File: config.mk
export PLATFORM = sky130hd
export DESIGN_NAME = pflo_top
export DESIGN_NICKNAME = d
export VERILOG_FILES = /design/src/pflo_pkg.sv /design/src/pflo_srcsel.sv /design/src/pflo_top.sv /design/src/pflo_trig.sv
export VERILOG_INCLUDE_DIRS = /design/src
export SDC_FILE = /design/constraint.sdc
export NUM_CORES = 1
export LEC_CHECK = 0
export ABC_AREA = 1
export BUFFER_PORTS_ARGS = -buffer_cell sky130_fd_sc_hd__buf_4
export CAP_MARGIN = 20
export CORE_MARGIN = 5
export CORE_UTILIZATION = 51
export CTS_CLUSTER_SIZE = 30
export DETAILED_ROUTE_END_ITERATION = 8
export GPL_TIMING_DRIVEN = 1
export PLACE_DENSITY = 0.82
export SYNTH_ARGS = -nofsm -noshare
export SYNTH_HDL_FRONTEND = slang
export SYNTH_SLANG_ARGS = --single-unit
File: constraint.sdc
create_clock -name clk_i -period 2.44 [get_ports clk_i]
set_input_delay 0.488 -clock clk_i [delete_from_list [all_inputs] [get_ports clk_i]]
set_output_delay 0.488 -clock clk_i [all_outputs]
set_load 0.01 [all_outputs]
File: src/pflo_defines.svh
// Purpose: constants for the pwm fault / limit override slice
// Assumes: 16-bit registers on a 32-bit classic wishbone bus, byte addresses
// Notes: every offset, control field position, reset value and mask lives here
// Behaviour
// - normal mode limit drives high from upper bit
// - normal mode limit drives low from lower bit
// - independent mode ignores limit state bits
// - exchange bit swaps high and low pins
// - sync bit set: overrides at period boundary
// - sync bit clear: overrides next clock edge
// - override states pass through output polarity
// - 13-bit compare field fires adc trigger
// - trigger register low three bits read zero
// - independent mode fault forces low, limit high
// - fault mode encodings disabled reserved cycle latched
// - fault polarity one means active low
`ifndef PFLO_DEFINES_SVH
`define PFLO_DEFINES_SVH
// ----------------------------------------
// register byte offsets
// ----------------------------------------
`define PFLO_OFS_OUTCTL 4'h0
`define PFLO_OFS_TRIG 4'h4
`define PFLO_OFS_FLCTL 4'h8
`define PFLO_OFS_STATUS 4'hC
// ----------------------------------------
// output control fields
// ----------------------------------------
`define PFLO_OC_HPOL 15
`define PFLO_OC_LPOL 14
`define PFLO_OC_OVRH 9
`define PFLO_OC_OVRL 8
`define PFLO_OC_OVDH 7
`define PFLO_OC_OVDL 6
`define PFLO_OC_FDH 5
`define PFLO_OC_FDL 4
`define PFLO_OC_CDH 3
`define PFLO_OC_CDL 2
`define PFLO_OC_SWAP 1
`define PFLO_OC_OVERRIDE_SYNC 0
// ----------------------------------------
// fault / limit control fields
// ----------------------------------------
`define PFLO_FC_IFLT 15
`define PFLO_FC_LIMIT_SOURCE_SELECT_HI 14
`define PFLO_FC_LIMIT_SOURCE_SELECT_LO 10
`define PFLO_FC_LIMIT_POLARITY 9
`define PFLO_FC_CLEN 8
`define PFLO_FC_FSRC_HI 7
`define PFLO_FC_FSRC_LO 3
`define PFLO_FC_FPOL 2
`define PFLO_FC_FMOD_HI 1
`define PFLO_FC_FMOD_LO 0
// ----------------------------------------
// reset values and masks
// ----------------------------------------
`define PFLO_RST_OUTCTL 16'h0000
`define PFLO_RST_FLCTL 16'h00F8
`define PFLO_RST_TRIG 16'h0000
`define PFLO_TRIG_MASK 16'hFFF8
`define PFLO_TRIG_LSB 3
`define PFLO_FMOD_OFF 2'h3
`define PFLO_FMOD_RSVD 2'h2
`define PFLO_FMOD_CYCLE 2'h1
`define PFLO_FMOD_LATCH 2'h0
`endif

File: src/pflo_pkg.sv
// Purpose: types shared by the override slice
// Assumes: nothing beyond the defines header
// Notes: fault mode enum mirrors the two-bit field
package pflo_pkg;
  typedef logic [15:0] pflo_word_t;
  typedef enum logic [1:0] {
    PFLO_FM_LATCH,
    PFLO_FM_CYCLE,
    PFLO_FM_RSVD,
    PFLO_FM_OFF
  } pflo_fmode_e;
endpackage

File: src/pflo_srcsel.sv
// Purpose: pick one fault or comparator input and qualify its polarity
// Assumes: index 0..31 maps straight onto the input vector
// Notes: unconnected indices read inactive; combinational only
`timescale 1ns/1ps
`include "pflo_defines.svh"
module pflo_srcsel
  import pflo_pkg::*;
#(
  parameter int NSRC = 32
) (
  input wire logic [NSRC-1:0] src_i,
  input wire logic [4:0] sel_i,
  input wire logic act_low_i,
  output logic active_o
);
  initial begin
    if (NSRC < 1 || NSRC > 32) $error("pflo_srcsel: NSRC out of range");
  end
  // ----------------------------------------
  // selection and polarity
  // ----------------------------------------
  // out of range index gives an idle raw level, so it never asserts
  logic raw;
  always_comb begin
    raw = act_low_i;
    if (32'(sel_i) < NSRC) begin
      raw = src_i[sel_i];
    end
    active_o = raw ^ act_low_i;
  end
endmodule

File: src/pflo_top.sv
// Purpose: override, fault, limit and trigger slice of one pwm channel
// Assumes: pwm_h_i/pwm_l_i come from duty and dead-time logic on clk_i
// Notes: wishbone classic slave, ack one cycle after request, 32-bit words
//
// Our own choices: the placing of the registers and the Wishbone register port.
`timescale 1ns/1ps
`include "pflo_defines.svh"
module pflo_top
  import pflo_pkg::*;
#(
  parameter int NSRC = 32,
  parameter int CW = 13
) (
  input wire logic clk_i,
  input wire logic rst_i,
  // wishbone classic slave
  input wire logic wb_cyc_i,
  input wire logic wb_stb_i,
  input wire logic wb_we_i,
  input wire logic [3:0] wb_adr_i,
  input wire logic [3:0] wb_sel_i,
  input wire logic [31:0] wb_dat_i,
  output logic [31:0] wb_dat_o,
  output logic wb_ack_o,
  output logic wb_err_o,
  // time base
  input wire logic timebase_enable_i,
  input wire logic period_end_i,
  input wire logic [CW-1:0] count_i,
  // generated pwm and condition sources
  input wire logic pwm_h_i,
  input wire logic pwm_l_i,
  input wire logic [NSRC-1:0] src_i,
  // pins and trigger
  output logic high_output_o,
  output logic low_output_o,
  output logic adc_trig_o
);
  // refuse sizes the select decode and the 13-bit compare field cannot serve
  initial begin
    if (NSRC < 1 || NSRC > 32) $error("pflo_top: NSRC out of range");
    if (CW != 13) $error("pflo_top: compare field is 13 bits");
  end
  // ----------------------------------------
  // state
  // ----------------------------------------
  typedef struct packed {
    pflo_word_t outctl;   // output control
    pflo_word_t flctl;    // fault / limit control
    pflo_word_t trig;     // trigger compare value
    logic [1:0] ovr_en;   // applied override enables {h,l}
    logic [1:0] ovr_val;  // applied override values {h,l}
    logic flt_latch;      // latched fault condition
    logic flt_clr_req;    // software asked to clear the latch
    logic pin_h;          // registered pin levels
    logic pin_l;
    logic ack;
    logic err;
    logic [31:0] rdat;
  } pflo_state_s;
  pflo_state_s st_ff;
  pflo_state_s nxt_st;

  // ----------------------------------------
  // helpers
  // ----------------------------------------
  // byte-lane merge used by every writable register
  function automatic pflo_word_t wmerge(input pflo_word_t old, input logic [31:0] d,
                                        input logic [3:0] sel);
    pflo_word_t r;
    r = old;
    if (sel[0]) r[7:0] = d[7:0];
    if (sel[1]) r[15:8] = d[15:8];
    return r;
  endfunction

  // ----------------------------------------
  // condition sources
  // ----------------------------------------
  logic lim_act;
  logic flt_raw;
  pflo_srcsel #(.NSRC(NSRC)) u_lim (
    .src_i(src_i),
    .sel_i(st_ff.flctl[`PFLO_FC_LIMIT_SOURCE_SELECT_HI:`PFLO_FC_LIMIT_SOURCE_SELECT_LO]),
    .act_low_i(st_ff.flctl[`PFLO_FC_LIMIT_POLARITY]),
    .active_o(lim_act)
  );
  pflo_srcsel #(.NSRC(NSRC)) u_flt (
    .src_i(src_i),
    .sel_i(st_ff.flctl[`PFLO_FC_FSRC_HI:`PFLO_FC_FSRC_LO]),
    .act_low_i(st_ff.flctl[`PFLO_FC_FPOL]),
    .active_o(flt_raw)
  );

  pflo_trig #(.CW(CW)) u_trig (
    .clk_i(clk_i),
    .rst_i(rst_i),
    .enable_i(timebase_enable_i),
    .cmp_i(st_ff.trig[15:`PFLO_TRIG_LSB]),
    .count_i(count_i),
    .adc_trig_o(adc_trig_o)
  );

  // decoded configuration
  pflo_fmode_e fmode;
  logic indep;
  logic lim_on;
  logic flt_on;
  logic req;
  logic wr;
  assign fmode = pflo_fmode_e'(st_ff.flctl[`PFLO_FC_FMOD_HI:`PFLO_FC_FMOD_LO]);
  assign indep = st_ff.flctl[`PFLO_FC_IFLT];
  assign lim_on = st_ff.flctl[`PFLO_FC_CLEN] && lim_act;
  assign req = wb_cyc_i && wb_stb_i && !st_ff.ack && !st_ff.err;
  assign wr = req && wb_we_i;

  // fault condition seen by the override; reserved code acts as disabled
  always_comb begin
    unique case (fmode)
      PFLO_FM_LATCH: flt_on = flt_raw || st_ff.flt_latch;
      PFLO_FM_CYCLE: flt_on = flt_raw;
      PFLO_FM_RSVD: flt_on = 1'b0;
      PFLO_FM_OFF: flt_on = 1'b0;
    endcase
  end

  // ----------------------------------------
  // next state
  // ----------------------------------------
  logic act_h;
  logic act_l;
  logic sh;
  logic sl;
  always_comb begin
    nxt_st = st_ff;
    nxt_st.ack = 1'b0;
    nxt_st.err = 1'b0;
    nxt_st.flt_clr_req = 1'b0;
    // bus: decode one aligned word per register
    if (req) begin
      nxt_st.rdat = 32'h0000_0000;
      unique case (wb_adr_i)
        `PFLO_OFS_OUTCTL: begin
          nxt_st.ack = 1'b1;
          nxt_st.rdat[15:0] = st_ff.outctl;
          if (wr) nxt_st.outctl = wmerge(st_ff.outctl, wb_dat_i, wb_sel_i);
        end
        `PFLO_OFS_TRIG: begin
          nxt_st.ack = 1'b1;
          nxt_st.rdat[15:0] = st_ff.trig & `PFLO_TRIG_MASK;
          if (wr) begin
            nxt_st.trig = wmerge(st_ff.trig, wb_dat_i, wb_sel_i) & `PFLO_TRIG_MASK;
          end
        end
        `PFLO_OFS_FLCTL: begin
          nxt_st.ack = 1'b1;
          nxt_st.rdat[15:0] = st_ff.flctl;
          if (wr) nxt_st.flctl = wmerge(st_ff.flctl, wb_dat_i, wb_sel_i);
        end
        `PFLO_OFS_STATUS: begin
          // status: bit0 latch, bit1 limit, bit2 fault; writing bit0 clears latch
          nxt_st.ack = 1'b1;
          nxt_st.rdat[2:0] = {flt_raw, lim_act, st_ff.flt_latch};
          if (wr && wb_sel_i[0] && wb_dat_i[0]) nxt_st.flt_clr_req = 1'b1;
        end
        default: begin
          nxt_st.err = 1'b1; // unmapped word
        end
      endcase
    end
    // latched fault: clear on a software request or on leaving latch mode; set wins
    if (flt_raw && fmode == PFLO_FM_LATCH) begin
      nxt_st.flt_latch = 1'b1;
    end else if (st_ff.flt_clr_req || (st_ff.flt_latch && fmode != PFLO_FM_LATCH)) begin
      nxt_st.flt_latch = 1'b0;
    end
    // override apply: sync waits for the boundary, else next edge
    if (!st_ff.outctl[`PFLO_OC_OVERRIDE_SYNC] || period_end_i) begin
      nxt_st.ovr_en = {st_ff.outctl[`PFLO_OC_OVRH], st_ff.outctl[`PFLO_OC_OVRL]};
      nxt_st.ovr_val = {st_ff.outctl[`PFLO_OC_OVDH], st_ff.outctl[`PFLO_OC_OVDL]};
    end
    // active levels, priority: fault, limit, override, generated
    sh = st_ff.outctl[`PFLO_OC_SWAP] ? pwm_l_i : pwm_h_i;
    sl = st_ff.outctl[`PFLO_OC_SWAP] ? pwm_h_i : pwm_l_i;
    act_h = st_ff.ovr_en[1] ? st_ff.ovr_val[1] : sh;
    act_l = st_ff.ovr_en[0] ? st_ff.ovr_val[0] : sl;
    if (!indep) begin
      if (lim_on) begin
        act_h = st_ff.outctl[`PFLO_OC_CDH];
        act_l = st_ff.outctl[`PFLO_OC_CDL];
      end
      if (flt_on) begin
        act_h = st_ff.outctl[`PFLO_OC_FDH];
        act_l = st_ff.outctl[`PFLO_OC_FDL];
      end
    end else begin
      // limit state bits are not consulted here at all
      if (lim_on) act_h = st_ff.outctl[`PFLO_OC_FDH];
      if (flt_on) act_l = st_ff.outctl[`PFLO_OC_FDL];
    end
    // polarity: active-low setting inverts the pin
    nxt_st.pin_h = act_h ^ st_ff.outctl[`PFLO_OC_HPOL];
    nxt_st.pin_l = act_l ^ st_ff.outctl[`PFLO_OC_LPOL];
  end

  // ----------------------------------------
  // registers
  // ----------------------------------------
  // software is trusted to leave control fields alone while enabled
  always_ff @(posedge clk_i) begin
    if (rst_i) begin
      st_ff <= '0;
      st_ff.outctl <= `PFLO_RST_OUTCTL;
      st_ff.flctl <= `PFLO_RST_FLCTL;
      st_ff.trig <= `PFLO_RST_TRIG;
    end else begin
      st_ff <= nxt_st;
    end
  end

  assign wb_ack_o = st_ff.ack;
  assign wb_err_o = st_ff.err;
  assign wb_dat_o = st_ff.rdat;
  assign high_output_o = st_ff.pin_h;
  assign low_output_o = st_ff.pin_l;

  // ----------------------------------------
  // checks
  // ----------------------------------------
  chk_limit_high_state: assert property (@(posedge clk_i) disable iff (rst_i)
    (!indep && lim_on && !flt_on) |=>
      high_output_o == ($past(st_ff.outctl[`PFLO_OC_CDH]) ^ $past(st_ff.outctl[`PFLO_OC_HPOL])))
    else $error("limit state not on high pin");
  chk_limit_low_state: assert property (@(posedge clk_i) disable iff (rst_i)
    (!indep && lim_on && !flt_on) |=>
      low_output_o == ($past(st_ff.outctl[`PFLO_OC_CDL]) ^ $past(st_ff.outctl[`PFLO_OC_LPOL])))
    else $error("limit state not on low pin");
  chk_indep_fault_low: assert property (@(posedge clk_i) disable iff (rst_i)
    (indep && flt_on) |=>
      low_output_o == ($past(st_ff.outctl[`PFLO_OC_FDL]) ^ $past(st_ff.outctl[`PFLO_OC_LPOL])))
    else $error("independent fault not on low pin");
  chk_indep_ignore_cd: assert property (@(posedge clk_i) disable iff (rst_i)
    (indep && lim_on) |=>
      high_output_o == ($past(st_ff.outctl[`PFLO_OC_FDH]) ^ $past(st_ff.outctl[`PFLO_OC_HPOL])))
    else $error("limit state used in independent mode");
  chk_swap_route: assert property (@(posedge clk_i) disable iff (rst_i)
    (st_ff.outctl[`PFLO_OC_SWAP] && !lim_on && !flt_on && !st_ff.ovr_en[1]) |=>
      high_output_o == ($past(pwm_l_i) ^ $past(st_ff.outctl[`PFLO_OC_HPOL])))
    else $error("swap routing wrong");
  chk_sync_hold: assert property (@(posedge clk_i) disable iff (rst_i)
    (st_ff.outctl[`PFLO_OC_OVERRIDE_SYNC] && !period_end_i) |=> $stable(st_ff.ovr_en))
    else $error("override applied off boundary");
  chk_async_apply: assert property (@(posedge clk_i) disable iff (rst_i)
    !st_ff.outctl[`PFLO_OC_OVERRIDE_SYNC] |=>
      st_ff.ovr_en == $past({st_ff.outctl[`PFLO_OC_OVRH], st_ff.outctl[`PFLO_OC_OVRL]}))
    else $error("override not applied next edge");
  chk_trig_low_zero: assert property (@(posedge clk_i) disable iff (rst_i)
    (wb_ack_o && $past(wb_adr_i) == `PFLO_OFS_TRIG) |-> wb_dat_o[2:0] == 3'h0)
    else $error("trigger low bits nonzero");
  chk_fault_off: assert property (@(posedge clk_i) disable iff (rst_i)
    (fmode == PFLO_FM_OFF) |-> !flt_on)
    else $error("disabled fault still active");
  chk_limit_enable: assert property (@(posedge clk_i) disable iff (rst_i)
    !st_ff.flctl[`PFLO_FC_CLEN] |-> !lim_on)
    else $error("limit acts while disabled");
  chk_bus_ack_one: assert property (@(posedge clk_i) disable iff (rst_i)
    wb_ack_o |=> !wb_ack_o)
    else $error("ack held two cycles");

  // ----------------------------------------
  // checks on fault forcing
  // ----------------------------------------
  // fault outranks limit, so the normal mode checks only need the fault on
  // the set-wins check guards a clear landing while the fault is still present
  chk_fault_normal_high: assert property (@(posedge clk_i) disable iff (rst_i)
    (!indep && flt_on) |=>
      high_output_o == ($past(st_ff.outctl[`PFLO_OC_FDH]) ^ $past(st_ff.outctl[`PFLO_OC_HPOL])))
    else $error("fault state not on high pin");
  chk_fault_normal_low: assert property (@(posedge clk_i) disable iff (rst_i)
    (!indep && flt_on) |=>
      low_output_o == ($past(st_ff.outctl[`PFLO_OC_FDL]) ^ $past(st_ff.outctl[`PFLO_OC_LPOL])))
    else $error("fault state not on low pin");
  chk_latch_set_wins: assert property (@(posedge clk_i) disable iff (rst_i)
    (fmode == PFLO_FM_LATCH && flt_raw) |=> st_ff.flt_latch)
    else $error("latched fault not set");
  chk_latch_sw_clear: assert property (@(posedge clk_i) disable iff (rst_i)
    (st_ff.flt_clr_req && !flt_raw) |=> !st_ff.flt_latch)
    else $error("latched fault not cleared");
  // cycle mode has no memory, so the force drops with the source
  chk_cycle_follows_src: assert property (@(posedge clk_i) disable iff (rst_i)
    (fmode == PFLO_FM_CYCLE) |-> (flt_on == flt_raw))
    else $error("cycle fault does not follow source");
  // the reserved code is served as disabled rather than left undefined
  chk_rsvd_mode_idle: assert property (@(posedge clk_i) disable iff (rst_i)
    (fmode == PFLO_FM_RSVD) |-> !flt_on)
    else $error("reserved fault mode active");

  // ----------------------------------------
  // checks on routing and overrides
  // ----------------------------------------
  // each route check excludes every forcing source that outranks it
  // a broken swap mux shows on the low pin even when the high pin looks right
  chk_plain_high_route: assert property (@(posedge clk_i) disable iff (rst_i)
    (!st_ff.outctl[`PFLO_OC_SWAP] && !lim_on && !flt_on && !st_ff.ovr_en[1]) |=>
      high_output_o == ($past(pwm_h_i) ^ $past(st_ff.outctl[`PFLO_OC_HPOL])))
    else $error("plain routing wrong");
  chk_swap_low_route: assert property (@(posedge clk_i) disable iff (rst_i)
    (st_ff.outctl[`PFLO_OC_SWAP] && !lim_on && !flt_on && !st_ff.ovr_en[0]) |=>
      low_output_o == ($past(pwm_h_i) ^ $past(st_ff.outctl[`PFLO_OC_LPOL])))
    else $error("swap routing wrong on low pin");
  chk_override_high_level: assert property (@(posedge clk_i) disable iff (rst_i)
    (st_ff.ovr_en[1] && !lim_on && !flt_on) |=>
      high_output_o == ($past(st_ff.ovr_val[1]) ^ $past(st_ff.outctl[`PFLO_OC_HPOL])))
    else $error("override level wrong on high pin");
  chk_ovr_value_apply: assert property (@(posedge clk_i) disable iff (rst_i)
    !st_ff.outctl[`PFLO_OC_OVERRIDE_SYNC] |=>
      st_ff.ovr_val == $past({st_ff.outctl[`PFLO_OC_OVDH], st_ff.outctl[`PFLO_OC_OVDL]}))
    else $error("override value not applied next edge");
  chk_sync_value_hold: assert property (@(posedge clk_i) disable iff (rst_i)
    (st_ff.outctl[`PFLO_OC_OVERRIDE_SYNC] && !period_end_i) |=> $stable(st_ff.ovr_val))
    else $error("override value applied off boundary");
  // at the boundary the applied enables take the written override enable bits
  chk_sync_boundary_apply: assert property (@(posedge clk_i) disable iff (rst_i)
    (st_ff.outctl[`PFLO_OC_OVERRIDE_SYNC] && period_end_i) |=>
      st_ff.ovr_en == $past({st_ff.outctl[`PFLO_OC_OVRH], st_ff.outctl[`PFLO_OC_OVRL]}))
    else $error("override not applied at boundary");

  // ----------------------------------------
  // checks on the register bus
  // ----------------------------------------
  // only word-aligned offsets exist; a misaligned byte address is refused
  // ack and err never pulse together, or a master could take bad data
  chk_bus_ack_mapped: assert property (@(posedge clk_i) disable iff (rst_i)
    (req && wb_adr_i[1:0] == 2'h0) |=> (wb_ack_o && !wb_err_o))
    else $error("mapped access not acknowledged");
  chk_bus_err_unmapped: assert property (@(posedge clk_i) disable iff (rst_i)
    (req && wb_adr_i[1:0] != 2'h0) |=> (wb_err_o && !wb_ack_o))
    else $error("unmapped access not refused");
  chk_trig_low_clear: assert property (@(posedge clk_i) disable iff (rst_i)
    st_ff.trig[2:0] == 3'h0)
    else $error("trigger low bits stored");
  cover property (@(posedge clk_i) disable iff (rst_i) lim_on && !indep);
  cover property (@(posedge clk_i) disable iff (rst_i) flt_on && indep);
  cover property (@(posedge clk_i) disable iff (rst_i) st_ff.flt_latch && st_ff.flt_clr_req);
  cover property (@(posedge clk_i) disable iff (rst_i)
    st_ff.outctl[`PFLO_OC_OVERRIDE_SYNC] && period_end_i);
endmodule

File: src/pflo_trig.sv
// Purpose: primary trigger compare against the local time base counter
// Assumes: counter is the 13-bit period counter of the local time base
// Notes: one pulse per match entry, so a stalled counter fires once
`timescale 1ns/1ps
`include "pflo_defines.svh"
module pflo_trig
  import pflo_pkg::*;
#(
  parameter int CW = 13
) (
  input wire logic clk_i,
  input wire logic rst_i,
  input wire logic enable_i,
  input wire logic [CW-1:0] cmp_i,
  input wire logic [CW-1:0] count_i,
  output logic adc_trig_o
);
  initial begin
    if (CW != 13) $error("pflo_trig: compare field is 13 bits");
  end
  typedef struct packed {
    logic match;
    logic pulse;
  } pflo_trst_s;
  pflo_trst_s st_ff;
  pflo_trst_s nxt_st;
  // ----------------------------------------
  // compare and edge
  // ----------------------------------------
  always_comb begin
    nxt_st.match = enable_i && (count_i == cmp_i);
    nxt_st.pulse = nxt_st.match && !st_ff.match;
  end
  always_ff @(posedge clk_i) begin
    if (rst_i) begin
      st_ff <= '0;
    end else begin
      st_ff <= nxt_st;
    end
  end
  assign adc_trig_o = st_ff.pulse;
  chk_trig_on_match: assert property (@(posedge clk_i) disable iff (rst_i)
    (enable_i && count_i == cmp_i && !st_ff.match) |=> adc_trig_o)
    else $error("trigger missed on compare match");
  cover property (@(posedge clk_i) disable iff (rst_i) adc_trig_o);
endmodule
* Word-level counts from Yosys, hierarchy flattened
Index checks and enable logic that the tools add are counted.
Word-level totals: word-level logic and storage cells 88, register bits 73, output and inout port bits 37, bits of input ports 94
Cells by class: bitwise logic cells 6, reduce and logical (&&, ||, !) cells 32, equal/unequal tests 7, multiplexer cells 24, magnitude comparators 2
Operators with widths (count):
- $pmux W13 S3 | 1
- $reduce_and A4 Y1 | 6
- $mux W1 | 19
- $eq A13 B13 Y1 | 1
- $lt A5 B6 Y1 const B | 2
- $logic_and A1 B1 Y1 | 11
- $bmux W1 S5 | 2
- $pmux W3 S3 | 1
- $eq A4 B4 Y1 const B | 2
- $eq A2 B2 Y1 const B | 2
- $eq A4 B3 Y1 const B | 1
- $logic_not A1 Y1 | 4
- $logic_not A4 Y1 | 1
- $reduce_bool A2 Y1 | 2
- $reduce_or A2 Y1 | 2
- $reduce_or A4 Y1 | 1
- $xor A1 B1 Y1 | 4
- $logic_or A1 B1 Y1 | 3
- $pmux W1 S3 | 1
- $reduce_or A3 Y1 | 1
- $eq A2 B1 Y1 const B | 1
- $logic_not A2 Y1 | 1
- $not A1 Y1 | 2

* Logic depth before layout (Yosys ltp)
Gate-level depths: netlist of run 1.
depth in word-level cells 8, depth in mapped cells 20, mapped depth without buffers 18

* Hierarchy
From an unflattened synthesis of run 1, not the netlist that was laid out.
Second synthesis, totals: cells, all modules 706, area, all modules 4416.7 um2
By module, submodules not included:
- pflo_top | seq. area each 1421.4 um2, times used 1, area each 3276.9 um2, cells each 467
- pflo_srcsel | seq. area each 0.0 um2, times used 2, area each 401.6 um2, cells each 80
- pflo_trig | seq. area each 40.0 um2, times used 1, area each 336.6 um2, cells each 79

* Least setup slack after synthesis of run 1
Ideal clock, no wire load.
kind input -> register, start point in wb_adr_i[1], end point reg st_ff[71] in the netlist's numbering, data arrival time 1711 ps, stages 9, setup time 128 ps, buffers on the path 1, required time 2312 ps, path slack 601 ps, cell sequence nor2_2 > inv_2 > nor3_1 > clkinv_1 > nor2_1 > nand2_1 > clkbuf_1 > o21ai_0 > a21oi_1
Between the ends: word-level cells in the longest chain between the ends 2
Ends and longest elaborated chain:
- start: declaration | line pflo_top.sv:20 | input wire logic [3:0] wb_adr_i,
- $eq A4 B4 Y1 | line pflo_top.sv:142 | unique case (wb_adr_i)
- $reduce_and A4 Y1 (no line)
- end signal: assignment | line pflo_top.sv:217 | st_ff <= nxt_st;
- end: declaration | line pflo_top.sv:61 | pflo_state_s st_ff;
No other way between the ends. A chain may end at the register's enable or synchronous reset.

* Final worst setup path of run 1
start point reg st_ff[61] in the netlist's numbering, end point reg st_ff, in the netlist high_output_o
Between the ends: word-level cells in the longest chain between the ends 8
Ends and longest elaborated chain:
- $bmux W1 S5 (*) | line pflo_srcsel.sv:27 | raw = src_i[sel_i];
- $mux W1 (implied by the code) (*) | line pflo_srcsel.sv:27
- $xor A1 B1 Y1 (*) | line pflo_srcsel.sv:29 | active_o = raw ^ act_low_i;
- $logic_or A1 B1 Y1 | line pflo_top.sv:120 | PFLO_FM_LATCH: flt_on = flt_raw || st_ff.flt_latch;
- $pmux W1 S3 (*) | line pflo_top.sv:119 | unique case (fmode)
- $mux W1 (*) | line pflo_top.sv:192 | if (flt_on) begin
- $mux W1 (*) | line pflo_top.sv:187 | if (!indep) begin
- $xor A1 B1 Y1 (*) | line pflo_top.sv:202 | nxt_st.pin_h = act_h ^ st_ff.outctl[`PFLO_OC_HPOL];
Every way passes the cells marked *; elsewhere a longest branch is shown, timed or not. The select of a mux whose other input is x is not followed.

==> impl_metrics.yaml, run 1 <==
sta:
  slew_viol_final: 0
  min_period_over_period: 0.851
  whs_ns: 0.375
  clock_skew_ns: 0.00727
  max_freq_ghz: 0.482
  slew_headroom: 0.601
  fin_crit_ns: 2.08
  setup_tns_ns: 0
  hold_viol: 0
  rsz0062_at_grt: "false"
  setup_viol_count_final: 0
  worstMarginPinSlew_ns: 0.596
place:
  globalplace.congestion: 0.928
  io_buffer_count: 96
  hpwl_um: 8770
pwr:
  seqPwrFrac: 0.463
  power_density_nw_per_um2: 529
  comb_power_share: 0.109
  ir_worst_vdd_mv: 0.279
  switchingPower_mw: 0.601
  clkPwrFrac: 0.429
  power.internal_mw: 2.00
  leakage_nw: 2.17
  netSwitchingFraction: 0.231
worst_setup_path:
  timing_worst_setup_path_type: "register to register"
  start_kind: "register"
  crit_fanout: 16
  end_kind: "register"
  crit_start: "st_ff[61]"
  worst_ep_arrival_time_ns: 2.32
  worstSetupEndpoint: "high_output_o"
  r2r-end: "high_output_o"
  required_ns: 2.68
  r2r_slack_ns: 0.36
  reg2reg_depth: 16
  r2r_start: "st_ff[61]"
run_status:
  status: "finished clean"
global_routing:
  grt_pass1_wl_um: 18300
  grt-ovfl-total: 0
  grt_max_degree: 30
  grtUsageTotal: 0.232
  grt_pass1_vias: 3764
  grt_antenna_before_repair: 0
synthesis:
  synthArstFlopShare: 0
  synth.yosys.warnings: 0
  ys_types: 40
  synth_top_area_share: 0.356
  synthTopCellsByArea: "dfxtp_1 36%, nand2_1 14%, nand3_1 7.2%"
  synth.ff_latch_count: 73
  synth_ff_type: "dfxtp_1"
  netlist_area_um2: 4110
  synth_top_area_cell: "dfxtp_1"
  syn_inst: 598
  synth-edff-count: 0
  ys_seq_area_frac: 0.356
  syn_avg_cell_area_um2: 6.87
floorplanning:
  ios: 131
  dieArea_um2: 9950
  core_um2: 7810
  start_util: 0.526
  die_x_um: 99.8
  die_h_um: 99.8
  rows: 32
route:
  drt-vias-per-instance: 5.44
  antenna_left: 0
  num_vias: 4234
  firstDrtPassIters: 5
  drc: 0
  wl_um: 11500
  wire_per_inst_um: 14.8
  first_iter_violations: 438
clock_tree:
  root_buffer: "clkbuf_8"
  cts_buffers: 9
  ctsHoldBuffers: 0
  cts_resized: 0
  cts_sinks: 73
  clk_latency_ns: 0.35
  cts_tree: "yes"
  clock_path_buffers: 2
  cts_setup_buffers: 0
  path_clk_slew_ns: 0.07
  htreeDepth: 3
final_layout:
  mostFrequentLayoutCells: "154 x nand2_1, 106 x buf_4, 73 x dfxtp_1, 59 x nand3_1, 57 x a21oi_1"
  nets: 767
  n_antenna_cell: 0
  final_layout_size_suffix_gt1_frac: 0.209
  final_common_cell: "nand2_1"
  area_delta_synth_final_pct: 19.5
min_path:
  hold_class: "primary input to register"
run:
  drv_cap: 0
==> critical path, cell delays in order, from the launching register on <==
cell,delay (ns)
dfxtp_1,0.41
buf_4,0.25
nand2_1,0.07
nand3_1,0.13
nand3_1,0.09
nand2_1,0.08
nand2_1,0.05
nand2_1,0.08
nand2_1,0.08
nand3_1,0.15
nand3_2,0.13
nand2_1,0.10
nand3_1,0.08
nand2_1,0.10
nand3_1,0.08
nand2_1,0.06
nor2_1,0.04
==> Yosys cell counts (2+ instances only) <==
cell type and instances:
nand3_1 59, nor3_4 2, nand2_1 154, o211ai_1 11
xor2_1 2, nand4_1 2, xnor2_1 2, dfxtp_1 73
nand3_2 4, a21oi_1 57, buf_2 5, o22ai_1 9
buf_4 34, o221ai_1 5, a211oi_1 9, nand2_2 4
nand2_4 2, inv_2 3, nor3_1 5, a221oi_1 2
o21ai_0 42, clkinv_1 2, nor2_2 2, inv_1 52
clkbuf_1 9, nor4_1 3, buf_6 6, nor2_1 26
==> how the worst min path moves through the flow <==
stage                               start                 to  slack [ns]  cells past startpoint
after global placement    u_trig.st_ff[1]  u_trig.adc_trig_o        0.39                      1
after floorplan           u_trig.st_ff[1]  u_trig.adc_trig_o        0.37                      1
after detailed placement  u_trig.st_ff[1]  u_trig.adc_trig_o        0.38                      1
after global routing          wb_dat_i[6]          st_ff[64]        0.39                      3
after CTS                     wb_dat_i[4]          st_ff[62]        0.36                      3
final                         wb_dat_i[5]          st_ff[63]        0.37                      3
==> power groups by stage <==
stage	combinational (mW)	clock, mW	sequential (mW)
floorplan	0.154	0	1.23
global placement	0.274	0	1.23
detailed placement	0.278	0	1.23
CTS	0.279	1.13	1.20
global route	0.312	1.17	1.20
finish	0.282	1.11	1.20
==> sequential cells by signal, indices dropped and copies added (netlist names) <==
register and cells:
u_trig.adc_trig_o 1, wb_ack_o 1, st_ff 48, wb_dat_o 16, low_output_o 1, fmode 2
wb_err_o 1, u_trig.st_ff 1, high_output_o 1, indep 1
==> layout make-up <==
type                       instances  area (um2)
clock inverter                     5         106
timing repair buffer             106         796
fill                             698        2900
tap                              102         128
multi-input combinational        423        2060
clock buffer                       9         124
inverter                          60         240
sequential                        73        1460
==> metal layers <==
layer	up-vias	track usage	part of all wire
met5	-	0	0
met4	0	0.0704	0.013
met3	13	0.0421	0.095
met2	221	0.361	0.46
met1	1909	0.327	0.44
li1	2091	-	-
==> stage by stage <==
stage	power, mW	setup slack (ns)	cells	utilization	instance area, um2
floorplan	1.38	0.601	613	-	4170
global placement	1.50	0.370	764	0.600	4680
detailed placement	1.51	0.331	764	0.600	4680
CTS	2.61	0.391	778	0.629	4910
global route	2.69	0.175	778	0.629	4910
finish	2.60	0.364	778	0.629	4910
==> kinds of logic after synthesis <==
family	count (synthesis)	share of synthesized area
AOI/OAI and AO/OA	139	0.193
xor gates and xnor gates	4	0.00853
buffers and inverters	117	0.158
DFF	73	0.356
other	1	0.000913
and+or+nand+nor	264	0.284
Power figures use the tool's default switching activity.
==> run 2: changes to the inputs <==
- RECOVER_POWER: not set -> 25
==> impl_metrics.yaml, run 2 (same netlist as run 1, synthesis figures left out) <==
clock_tree:
  clk_latency_ns: 0.35
  root_buffer: "clkbuf_8"
  path_clk_slew_ns: 0.07
  htreeDepth: 3
  cts_sinks: 73
  ctsHoldBuffers: 0
  cts_resized: 0
  cts_tree: "yes"
  cts_setup_buffers: 0
  cts_buffers: 9
  clock_path_buffers: 2
floorplanning:
  die_h_um: 99.8
  core_um2: 7810
  rows: 32
  die_x_um: 99.8
  start_util: 0.526
  dieArea_um2: 9950
  ios: 131
global_routing:
  grt_max_degree: 30
  grt_antenna_before_repair: 0
  grt_pass1_wl_um: 18300
  met3_usage: 0.0421
  grt_pass1_vias: 3764
  grtUsageTotal: 0.232
  grt.met1_usage: 0.327
  grt-ovfl-total: 0
  grt_use_met2: 0.361
  grt_busiest_layer: "met2"
final_layout:
  largest_reg_flops: 48
  nets: 767
  n_antenna_cell: 0
  mostFrequentLayoutCells: "154 x nand2_1, 88 x buf_4, 73 x dfxtp_1, 59 x nand3_1, 57 x a21oi_1"
  final_layout_size_suffix_gt1_frac: 0.182
  top_register: "st_ff"
  area_delta_synth_final_pct: 17.9
  final_common_cell: "nand2_1"
  post-route-util: 0.620
worst_setup_path:
  timing_worst_setup_path_type: "register to register"
  path_cells: "buf_4 > nand2_1 > nand3_1 > nand3_1 > nand2_1 > nand2_1 > nand2_1 > nand2_1 > nand3_1 > nand3_2 > nand2_1 > nand3_1 > nand2_1 > nand3_1 > nand2_1 > nor2_1"
  end_kind: "register"
  worst_ep_arrival_time_ns: 2.33
  path_delay_family: "simple AND/OR/NAND/NOR gates"
  cp_slowest_cell: "dfxtp_1"
  required_ns: 2.68
  worst-path-buf-inv: 1
  path_common_cell: "nand2_1"
  cp_slowest_stage_delay_ns: 0.41
  start_kind: "register"
  crit_fanout: 16
sta:
  worst_slack_ns: 0.353
  fin_crit_ns: 2.09
  max_freq_ghz: 0.479
  min_period_over_period: 0.855
  setup_tns_ns: 0
  slew_headroom: 0.208
  hold_viol: 0
  setup_viol_count_final: 0
  slew_viol_final: 0
  clock_skew_ns: 0.00750
  worstMarginPinSlew_ns: 1.19
  rsz0062_at_grt: "false"
route:
  first_iter_violations: 366
  num_vias: 4244
  wl_um: 11600
  drt-vias-per-instance: 5.46
  antenna_left: 0
  firstDrtPassIters: 5
  wire_per_inst_um: 14.9
  drc: 0
pwr:
  leakage_nw: 2.09
  ir_worst_vdd_mv: 0.284
  power_density_nw_per_um2: 537
place:
  pre_cts_slack_ns: 0.331
  globalplace.congestion: 0.928
  io_buffer_count: 96
  hpwl_um: 8770
run_status:
  status: "finished clean"
min_path:
  hold_class: "primary input to register"
run:
  drv_cap: 0
-- run 2: layout make-up --
cell class                      instances  area, um2
Clock buffer                            9        124
Clock inverter                          5        106
Fill cell                             719       2960
Inverter                               60        240
Multi-Input combinational cell        423       2060
Sequential cell                        73       1460
Tap cell                              102        128
Timing Repair Buffer                  106        728
-- run 2: worst register-to-register path, delay by kind of cell, from the launching register on --
family	cells	cell delay, ns
flops	1	0.41
simple gates	15	1.33
buf+inv	1	0.25
-- run 2: power breakdown --
group | leakage (nW) | switching [mW] | internal (mW)
clock | 0.111 | 0.450 | 0.669
sequential | 0.589 | 0.00479 | 1.20
combinational | 1.39 | 0.151 | 0.128
total | 2.09 | 0.606 | 2.00
-- run 2: path summary, 6_finish.rpt --
| path | slack (ns) | start | endpoint | cells past startpoint |
|---|---|---|---|---|
| max | 0.35 | st_ff[61] | high_output_o | 16 |
| min | 0.37 | wb_dat_i[5] | st_ff[63] | 3 |
| max reg2reg | 0.35 | st_ff[61] | high_output_o | 16 |
| min reg2reg | 0.41 | u_trig.st_ff[1] | u_trig.adc_trig_o | 1 |
-- run 2: routing by layer --
metal | up-vias | routed length, um
li1 | 2099 | -
met1 | 1925 | 5120
met2 | 205 | 5280
met3 | 15 | 1010
met4 | 0 | 163
met5 | - | 0
-- run 2: metrics by stage --
stage                     instances  instance area, um2  power, mW  hold slack (ns)
after CTS                       778                4910       2.61            0.361
after global placement          764                4680       1.50            0.392
after global routing            778                4840       2.69            0.386
after floorplan                 613                4170       1.38            0.374
final                           778                4840       2.60            0.374
after detailed placement        764                4680       1.51            0.382
